File: src/logic/host_access_pkg.sv
package host_access_pkg;
    localparam int unsigned REG_COUNT      = 118;
    localparam int unsigned ADDR_W         = 7;
    localparam int unsigned DATA_W         = 8;
    localparam int unsigned SYS_CLK_MHZ    = 100;
    localparam int unsigned HOLDOFF_MS     = 250;
    localparam int unsigned HOLDOFF_CYCLES = HOLDOFF_MS * 1000 * SYS_CLK_MHZ;
    localparam int unsigned EPROM_ACC_NS   = 920;
    localparam int unsigned EPROM_CYCLES   = (EPROM_ACC_NS * SYS_CLK_MHZ + 999) / 1000;
    localparam logic [6:0]  MW_LOW_ADDR    = 7'h0c;
    localparam logic [6:0]  MW_HIGH_ADDR   = 7'h0d;
    localparam logic [6:0]  MW_TOP_ADDR    = 7'h07;
    localparam logic [7:0]  RESET_VALUE    = 8'h00;
    localparam logic [7:0]  CARE_MASK      = 8'hff;
    typedef enum logic [2:0] {
        ST_HOLD  = 3'b000,
        ST_ADDR  = 3'b001,
        ST_WAIT  = 3'b010,
        ST_STORE = 3'b011,
        ST_RUN   = 3'b100
    } boot_state_t;
    typedef enum logic [1:0] {
        SP_IDLE = 2'b00,
        SP_ADDR = 2'b01,
        SP_DATA = 2'b10
    } serial_state_t;
endpackage

File: src/logic/host_register_access_boot.sv
`timescale 1ns/1ps
`default_nettype none
module host_register_access_boot #(
    parameter int unsigned HOLDOFF = host_access_pkg::HOLDOFF_CYCLES,
    parameter int unsigned ACCESS  = host_access_pkg::EPROM_CYCLES
) (
    input  wire logic                             sys_clk,
    input  wire logic                             reset,
    input  wire logic                             power_on_reset_n,
    input  wire logic                             boot_mode,
    input  wire logic                             serial_clk,
    input  wire logic                             chip_select_n,
    input  wire logic                             serial_host_in,
    input  wire logic                             output_edge_select,
    output logic                                  serial_host_out,
    output logic                                  serial_out_en_n,
    output logic [host_access_pkg::ADDR_W-1:0]    mem_addr,
    output logic                                  mem_select_n,
    output logic                                  mem_bus_master,
    input  wire logic [host_access_pkg::DATA_W-1:0] mem_data,
    output logic                                  in_reset,
    output logic [2*host_access_pkg::DATA_W-1:0]  mw_value
);
    localparam int unsigned AW = host_access_pkg::ADDR_W;
    localparam int unsigned DW = host_access_pkg::DATA_W;
    // Wait counter is only 16 bits wide
    if (HOLDOFF < 1 || ACCESS < 1 || ACCESS > 65536) begin : g_bad_counts
        $error("Counts out of range");
    end

    // Async assert, synchronous release of the power-on reset
    logic por_meta, por_sync;
    always_ff @(posedge sys_clk or negedge power_on_reset_n) begin
        if (!power_on_reset_n) begin
            por_meta <= 1'b0;
            por_sync <= 1'b0;
        end else begin
            por_meta <= 1'b1;
            por_sync <= por_meta;
        end
    end
    logic [31:0] hold_count;
    logic        hold_done;
    always_ff @(posedge sys_clk or negedge por_sync) begin
        if (!por_sync) begin
            hold_count <= 32'h0;
            hold_done  <= 1'b0;
        end else if (reset) begin
            hold_count <= 32'h0;
            hold_done  <= 1'b0;
        end else if (!hold_done) begin
            hold_count <= hold_count + 32'h1;
            hold_done  <= (hold_count == 32'(HOLDOFF - 1));
        end
    end
    logic rst;
    assign rst      = !por_sync || reset || !hold_done;
    assign in_reset = rst;

    // Serial pins cross into sys_clk by two flops each
    logic [1:0] sclk_s, cs_s, sdi_s, edge_s, boot_s;
    always_ff @(posedge sys_clk) begin
        sclk_s <= {sclk_s[0], serial_clk};
        cs_s   <= {cs_s[0], chip_select_n};
        sdi_s  <= {sdi_s[0], serial_host_in};
        edge_s <= {edge_s[0], output_edge_select};
        boot_s <= {boot_s[0], boot_mode};
    end
    logic sclk_d, boot_done;
    always_ff @(posedge sys_clk) sclk_d <= sclk_s[1];
    logic sclk_rise, sclk_fall, cs_active;
    assign cs_active = !cs_s[1] && boot_done;
    assign sclk_rise = cs_active && sclk_s[1] && !sclk_d;
    assign sclk_fall = cs_active && !sclk_s[1] && sclk_d;

    // Register file
    logic [DW-1:0] regs [host_access_pkg::REG_COUNT];
    logic          wr_en;
    logic [AW-1:0] wr_addr;
    logic [DW-1:0] wr_data;

    // Serial port: R/W bit, 7 address bits, 8 data bits, LSB first
    host_access_pkg::serial_state_t sp_state;
    logic [3:0]    bit_count;
    logic          sp_read;
    logic [AW-1:0] sp_addr;
    logic [DW-1:0] sp_shift;
    logic          sp_wr;
    logic          sp_rd_start;
    always_ff @(posedge sys_clk) begin
        if (rst) begin
            sp_state    <= host_access_pkg::SP_IDLE;
            bit_count   <= 4'h0;
            sp_read     <= 1'b0;
            sp_addr     <= '0;
            sp_shift    <= '0;
            sp_wr       <= 1'b0;
            sp_rd_start <= 1'b0;
        end else begin
            sp_wr       <= 1'b0;
            sp_rd_start <= 1'b0;
            if (!cs_active) begin
                sp_state  <= host_access_pkg::SP_IDLE;
                bit_count <= 4'h0;
            end else if (sclk_rise) begin
                case (sp_state)
                    host_access_pkg::SP_IDLE: begin
                        sp_read   <= sdi_s[1];
                        sp_state  <= host_access_pkg::SP_ADDR;
                        bit_count <= 4'h0;
                    end
                    host_access_pkg::SP_ADDR: begin
                        sp_addr   <= {sdi_s[1], sp_addr[AW-1:1]};
                        bit_count <= bit_count + 4'h1;
                        if (bit_count == 4'(AW - 1)) begin
                            sp_state    <= host_access_pkg::SP_DATA;
                            bit_count   <= 4'h0;
                            sp_rd_start <= sp_read;
                        end
                    end
                    host_access_pkg::SP_DATA: begin
                        sp_shift  <= {sdi_s[1], sp_shift[DW-1:1]};
                        bit_count <= bit_count + 4'h1;
                        if (bit_count == 4'(DW - 1)) begin
                            sp_wr    <= !sp_read;
                            sp_state <= host_access_pkg::SP_IDLE;
                        end
                    end
                    default: sp_state <= host_access_pkg::SP_IDLE;
                endcase
            end
        end
    end

    // Multi-word: low word staged, applied on high word write
    logic [DW-1:0] mw_stage;
    logic          mw_pending;
    logic [DW-1:0] frozen_word;
    logic          access_evt;
    assign access_evt = sp_wr || sp_rd_start;
    always_ff @(posedge sys_clk) begin
        if (rst) begin
            mw_stage   <= host_access_pkg::RESET_VALUE;
            mw_pending <= 1'b0;
            mw_value   <= '0;
        end else if (access_evt || wr_en) begin
            // Boot stores go through here too, so the loaded pair takes effect
            mw_pending <= 1'b0;
            if (wr_en && wr_addr == host_access_pkg::MW_LOW_ADDR) begin
                mw_stage   <= wr_data;
                mw_pending <= 1'b1;
            end else if (wr_en && wr_addr == host_access_pkg::MW_HIGH_ADDR && mw_pending) begin
                mw_value <= {wr_data, mw_stage};
            end
        end
    end

    // Boot sequencer
    host_access_pkg::boot_state_t bt_state;
    logic [15:0] acc_count;
    always_ff @(posedge sys_clk) begin
        if (rst) begin
            bt_state       <= host_access_pkg::ST_HOLD;
            mem_addr       <= '0;
            mem_select_n   <= 1'b1;
            mem_bus_master <= 1'b0;
            acc_count      <= 16'h0;
            boot_done      <= 1'b0;
        end else begin
            case (bt_state)
                host_access_pkg::ST_HOLD: begin
                    if (boot_s[1]) begin
                        bt_state       <= host_access_pkg::ST_ADDR;
                        mem_bus_master <= 1'b1;
                    end else begin
                        bt_state  <= host_access_pkg::ST_RUN;
                        boot_done <= 1'b1;
                    end
                end
                host_access_pkg::ST_ADDR: begin
                    mem_select_n <= 1'b0;
                    acc_count    <= 16'h0;
                    bt_state     <= host_access_pkg::ST_WAIT;
                end
                host_access_pkg::ST_WAIT: begin
                    acc_count <= acc_count + 16'h1;
                    if (acc_count == 16'(ACCESS - 1)) begin
                        bt_state <= host_access_pkg::ST_STORE;
                    end
                end
                host_access_pkg::ST_STORE: begin
                    if (mem_addr == AW'(host_access_pkg::REG_COUNT - 1)) begin
                        bt_state       <= host_access_pkg::ST_RUN;
                        mem_select_n   <= 1'b1;
                        mem_bus_master <= 1'b0;
                        boot_done      <= 1'b1;
                    end else begin
                        mem_addr <= mem_addr + AW'(1);
                        bt_state <= host_access_pkg::ST_ADDR;
                    end
                end
                host_access_pkg::ST_RUN: bt_state <= host_access_pkg::ST_RUN;
                default:                 bt_state <= host_access_pkg::ST_HOLD;
            endcase
        end
    end

    always_comb begin
        wr_en   = 1'b0;
        wr_addr = sp_addr;
        wr_data = sp_shift & host_access_pkg::CARE_MASK;
        if (bt_state == host_access_pkg::ST_STORE) begin
            wr_en   = 1'b1;
            wr_addr = mem_addr;
            wr_data = mem_data & host_access_pkg::CARE_MASK;
        end else if (sp_wr && sp_addr < AW'(host_access_pkg::REG_COUNT)) begin
            wr_en = 1'b1;
        end
    end
    always_ff @(posedge sys_clk) begin
        if (rst) begin
            for (int i = 0; i < host_access_pkg::REG_COUNT; i++) begin
                regs[i] <= host_access_pkg::RESET_VALUE;
            end
        end else if (wr_en) begin
            regs[wr_addr] <= wr_data;
        end
    end

    // Read data: low-word read freezes the high word
    logic [DW-1:0] rd_word;
    logic          frozen_valid;
    always_comb begin
        rd_word = '0;
        if (sp_addr < AW'(host_access_pkg::REG_COUNT)) begin
            rd_word = regs[sp_addr];
        end
        if (sp_addr == host_access_pkg::MW_LOW_ADDR) rd_word = mw_value[DW-1:0];
        if (sp_addr == host_access_pkg::MW_HIGH_ADDR) rd_word = mw_value[2*DW-1:DW];
        if (frozen_valid && sp_addr == host_access_pkg::MW_HIGH_ADDR) rd_word = frozen_word;
    end
    logic [DW-1:0] out_shift;
    always_ff @(posedge sys_clk) begin
        if (rst) begin
            frozen_word     <= '0;
            frozen_valid    <= 1'b0;
            out_shift       <= '0;
            serial_host_out <= 1'b0;
        end else begin
            if (sp_rd_start) begin
                out_shift <= rd_word;
                if (sp_addr == host_access_pkg::MW_LOW_ADDR) begin
                    frozen_word  <= mw_value[2*DW-1:DW];
                    frozen_valid <= 1'b1;
                end else if (sp_addr != host_access_pkg::MW_HIGH_ADDR) begin
                    frozen_valid <= 1'b0;
                end
            end else if (sp_state == host_access_pkg::SP_DATA && sp_read &&
                         (edge_s[1] ? sclk_fall : sclk_rise)) begin
                serial_host_out <= out_shift[0];
                out_shift       <= {1'b0, out_shift[DW-1:1]};
            end
        end
    end
    // Driver released whenever not in a read data phase
    assign serial_out_en_n = !(cs_active && sp_state == host_access_pkg::SP_DATA && sp_read);
endmodule
`default_nettype wire

File: config.mk
export PLATFORM = sky130hd
export DESIGN_NAME = host_register_access_boot
export DESIGN_NICKNAME = d
export VERILOG_FILES = /design/src/logic/host_access_pkg.sv /design/src/logic/host_register_access_boot.sv
export SDC_FILE = /design/constraint.sdc
export NUM_CORES = 2
export LEC_CHECK = 0
export BUFFER_PORTS_ARGS = -buffer_cell sky130_fd_sc_hd__buf_4
export CORE_MARGIN = 1.5
export CORE_UTILIZATION = 55
export DETAILED_ROUTE_END_ITERATION = 8
export PLACE_DENSITY = 0.72
export SYNTH_ARGS = -nofsm -noshare
export SYNTH_HDL_FRONTEND = slang
export SYNTH_SLANG_ARGS = --single-unit
File: constraint.sdc
create_clock -name sys_clk -period 3.4 [get_ports sys_clk]
set_input_delay 0.17 -clock sys_clk [delete_from_list [all_inputs] [get_ports sys_clk]]
set_output_delay 0.17 -clock sys_clk [all_outputs]
set_load 0.01 [all_outputs]
== After elaboration in Yosys (flattened, before gate mapping) ==
Memories as Yosys holds them, arrays and structs flattened. A register that Yosys moved wholly into a read port is not among the register bits.
Cells that the tools add are included.

* Memories: 1
* RAM bits: 944
* Bits of input ports: 16
* Bits in registers: 142
* Logic and storage cells: 164
* Output and inout bits: 28

* Bitwise operators: 9
* Add/sub/neg operators: 4
* Muxes and demuxes: 45
* Reductions and logical operators: 51
* Eq/ne operators: 23
* Order comparisons: 1

{| class="wikitable"
|+ Memories
! name !! words !! bits a word !! read ports !! clocked after Yosys merged registers in !! wr ports !! RTL line !! RTL
|-
| regs || 118 || 8 || 1 || 1 || 118 || host_register_access_boot.sv:77 || <nowiki>logic [DW-1:0] regs [host_access_pkg::REG_COUNT];</nowiki>
|}

{| class="wikitable"
|+ Operator list
! kind !! count
|-
| two-way mux 32 bit || 2
|-
| two-way mux 8 bit || 8
|-
| adder 32 x 1 -> 32 bit (second input constant) || 1
|-
| == test 32 x 25 -> 1 bit (second input constant) || 1
|-
| one-hot mux 16 bit (2 select lines) || 1
|-
| == test 7 x 4 -> 1 bit (second input constant) || 4
|-
| two-way mux 7 bit || 4
|-
| AND reduction 3 bit || 7
|-
| two-way mux 1 bit || 18
|-
| adder 16 x 1 -> 16 bit (second input constant) || 1
|-
| == test 16 x 7 -> 1 bit (second input constant) || 1
|-
| one-hot mux 3 bit (5 select lines) || 1
|-
| logical AND 1 bit || 14
|-
| != test 2 bit (second input constant) || 7
|-
| AND reduction 2 bit || 7
|-
| one-hot mux 4 bit (3 select lines) || 1
|-
| nonzero test 2 bit || 5
|-
| OR reduction 5 bit || 2
|-
| two-way mux 3 bit || 3
|-
| NOT 1 bit || 9
|-
| == test 4 x 3 -> 1 bit (second input constant) || 2
|-
| OR reduction 8 bit || 1
|-
| adder 7 x 1 -> 7 bit (second input constant) || 1
|-
| == test 7 bit (second input constant) || 1
|-
| other kinds (18) || 31
|}

== Longest topological paths before layout ==
* Depth in word-level cells: 9
* Mapped depth: 12

== Least setup slack after synthesis ==
OpenSTA, ideal clock, no wires.

* Path kind: register to register
* From: register por_sync
* To: memory regs[119][0] (netlist name), enable pin
* Setup slack: 0.143 ns
* Cell stages (with the launch flop): 9
* Path buffers: 2
* Required time: 3.017 ns
* Period minus slack after synthesis: 3.257 ns
* Setup time: 0.383 ns
* Data arrival time: 2.874 ns
* Cell sequence: dfrtp_1 -> and2_1 -> clkinv_1 -> a21oi_1 -> and2_1 -> clkbuf_1 -> buf_2 -> inv_1 -> nor3_1

{| class="wikitable"
|+ RTL lines
! item !! RTL line !! RTL
|-
| start: declaration || host_register_access_boot.sv:32 || <nowiki>logic por_meta, por_sync;</nowiki>
|-
| start signal: assignment || host_register_access_boot.sv:39 || <nowiki>por_sync <= por_meta;</nowiki>
|-
| end: declaration || host_register_access_boot.sv:77 ||
|}

==> results.tsv <==
metric	value	unit
syn-cell-area	51400	µm²
ys_ff_latch	1173	
report.final.slew_viol_count	0	
reg2reg_slack	0.12	ns
nFillCells	6690	
cts_tree	built	
start_util	55.8	%
dp_cells	5099	
cts_buffers	115	
clock-root-buffer	clkbuf_16	
grt_pass1_vias	32400	
ys_warn_count	0	
synth-edff-count	1024	
clk_latency	0.70	ns
arrival	3.84	ns
slew-limit-headroom	26.4	%
antenna_found_initial	0	
critical_path_class	flop to flop	
areaGrowthSynthToFinish	12.9	%
core_area	92100	µm²
drc	0	
die_h	309	µm
ir_drop	0.392	mV
synth_cells	3855	
clock_sinks	1173	
io_buffers	43	
dieWidth	309	µm
synthDistinctLibCells	72	
htreeDepth	3	
drtPass1Iterations	8	
clk_path_buf_depth	3	
period_minus_slack	3.28	ns
num_io_pins	44	
hold_viol	0	
drtIter0Drc	4759	
ys.flop_type	edfxtp_1	
ant_nets	0	
fin_hold_ws	0.0557	ns
gr-total-overflow	0	
rows	111	
wl	138	mm
multi_input_area	16200	µm²
yosysSeqAreaShare	66.0	%
status	finished clean	
grt_pass1_wl	206	mm
dp_hpwl	92.9	mm
async_reset_ff_share	2.98	%
layout_common_cells	1077 x nor2_1, 1024 x edfxtp_1, 307 x nand2_1	
final_common_cell	nor2_1	
avgSynthCellArea	13.3	µm²
clk_pin_slew	0.07	ns
nets	4009	
finalSetupViolCount	0	
seqCellArea	33900	µm²
report.power.total	27.9	mW
die_area	95200	µm²
fin_area	58000	µm²
path_max_fanout	21	
syn-num-nets	3881	
worst_slew_pin_slew	1.10	ns
grt_use_total	29.1	%
vias_per_cell	6.29	
skew	0.0283	ns
start_kind	flop	
endpoint_kind	flop	
layout.cells.non_filler	5324	
p_per_area	481	nW/µm²
fmax	0.305	GHz
utilization	63.0	%
dpl_cell_area	54200	µm²
fin_crit_sh	96.5	%
layout-drive-gt1-share	16.9	%
required	3.96	ns
gp_congestion	1.00	
leakage	20.2	nW
cap_viol_max_count	0	
drt-wirelength-per-cell	25.9	µm
num_vias	33514	
grt_max_degree	80	
rsz0062_at_grt	false	
min_path_type	primary input to flop	
## per-stage QoR
stage	setup WS, ns	TNS [ns]
final	0.119	0
after global routing	0.0820	0
after CTS	0.117	0
after detailed placement	-0.105	-2.56
after global placement	-0.0696	-1.67
after floorplan	0.143	0
## area by class of cell
cell class / count / share of cell area, %
clock inverter: 74 / 1.02
clock buffer: 139 / 5.25
multi-input combinational: 2374 / 27.9
timing repair buffer: 285 / 4.42
sequential: 1173 / 58.5
tap: 1243 / 2.68
antenna: 2 / 0.00863
inverter: 34 / 0.220
## report_power, final
| group | switching, mW | internal [mW] | leakage (nW) |
|---|---|---|---|
| Combinational | 0.0255 | 0.0263 | 4.65 |
| Sequential | 0.00779 | 15.4 | 13.8 |
| Clock | 5.47 | 6.95 | 1.77 |
| Total | 5.50 | 22.4 | 20.2 |
## cell usage after synthesis, types with 6 or more instances
master,n,area (µm²)
nor2_1,1078,4050
edfxtp_1,1024,30700
nand2_1,307,1150
mux4_2,210,4730
clkbuf_1,160,601
mux2i_1,152,1520
dfxtp_1,114,2280
nand3_1,80,400
a21oi_1,65,325
buf_2,47,235
a22oi_1,42,315
o21ai_0,38,190
a211oi_1,37,278
buf_1,37,139
dfrtp_1,35,876
inv_1,30,113
and2_1,25,156
nor2b_1,24,150
nand4_1,23,144
a31oi_1,21,131
mux4_1,20,526
nor3_1,17,85.1
o22ai_1,17,106
xnor2_1,17,149
buf_6,16,180
or3_1,15,93.8
o211ai_1,14,105
nand2b_1,13,81.3
nor4_1,12,75.1
and3_1,11,68.8
buf_4,11,82.6
nand3b_1,11,82.6
xor2_1,11,96.3
ha_1,10,125
nor3b_1,10,75.1
a2111oi_0,7,61.3
and4_1,7,61.3
mux2_2,7,78.8
o221ai_1,7,61.3
a221oi_1,6,52.6
## path summary, 6_finish.rpt
path | start | endpoint | cells after the start
min | mem_data[1] | regs[56][1] | 4
min reg2reg | por_sync | hold_count[2] | 1
max in group asynchronous | por_sync | hold_count[13] | 1
min in group asynchronous | por_sync | hold_count[2] | 1
max reg2reg | flop | out_shift[6] | 8
max | flop | out_shift[6] | 8
## metal layers
metal	global-route usage [%]	vias up	routed length, µm
met2	45.5	2025	64400
met1	40.7	16788	52900
li1	-	14397	-
met5	0	-	0
met4	10.7	0	5160
met3	6.15	304	15600
## timing repair
item / 4_1_cts / 5_1_grt
setup endpoints to repair: 40 / 2
gates resized for setup: 1 / 2
hold endpoints to repair: 48 / 0
buffers inserted: 0 / 0
hold buffers: 10 / 0
gates cloned: 0 / 0
pin swaps: 0 / 0
## cell families after synthesis
family	synth area share, %
simple gates	13.5
buf+inv	2.77
fa+ha+maj	0.244
xor+xnor	0.477
mux	13.3
flops	66.0
compound gates	3.69
other cells	0.00730
## critical path: stages (launching register included)
cell	delay (ns)
dfxtp_4	0.63
buf_4	0.30
buf_4	0.26
nor3b_1	0.69
a22oi_1	0.29
nand4_1	0.19
a2111oi_0	0.08
o31ai_1	0.55
a31oi_1	0.14
## registers in the layout (all words and copies together) (netlist names), 2 cells and up, named ones only
signal	flops
boot_s	2
hold_count	32
sdi_s	2
edge_s	2
bt_state	3
cs_s	2
sp_state	2
sp_shift	8
sclk_s	2
sp_addr	7
mem_addr	7
regs	1024
mw_stage	8
out_shift	8
bit_count	4
mw_value	16
frozen_word	8
acc_count	16
(Power assumes the default switching activity.)
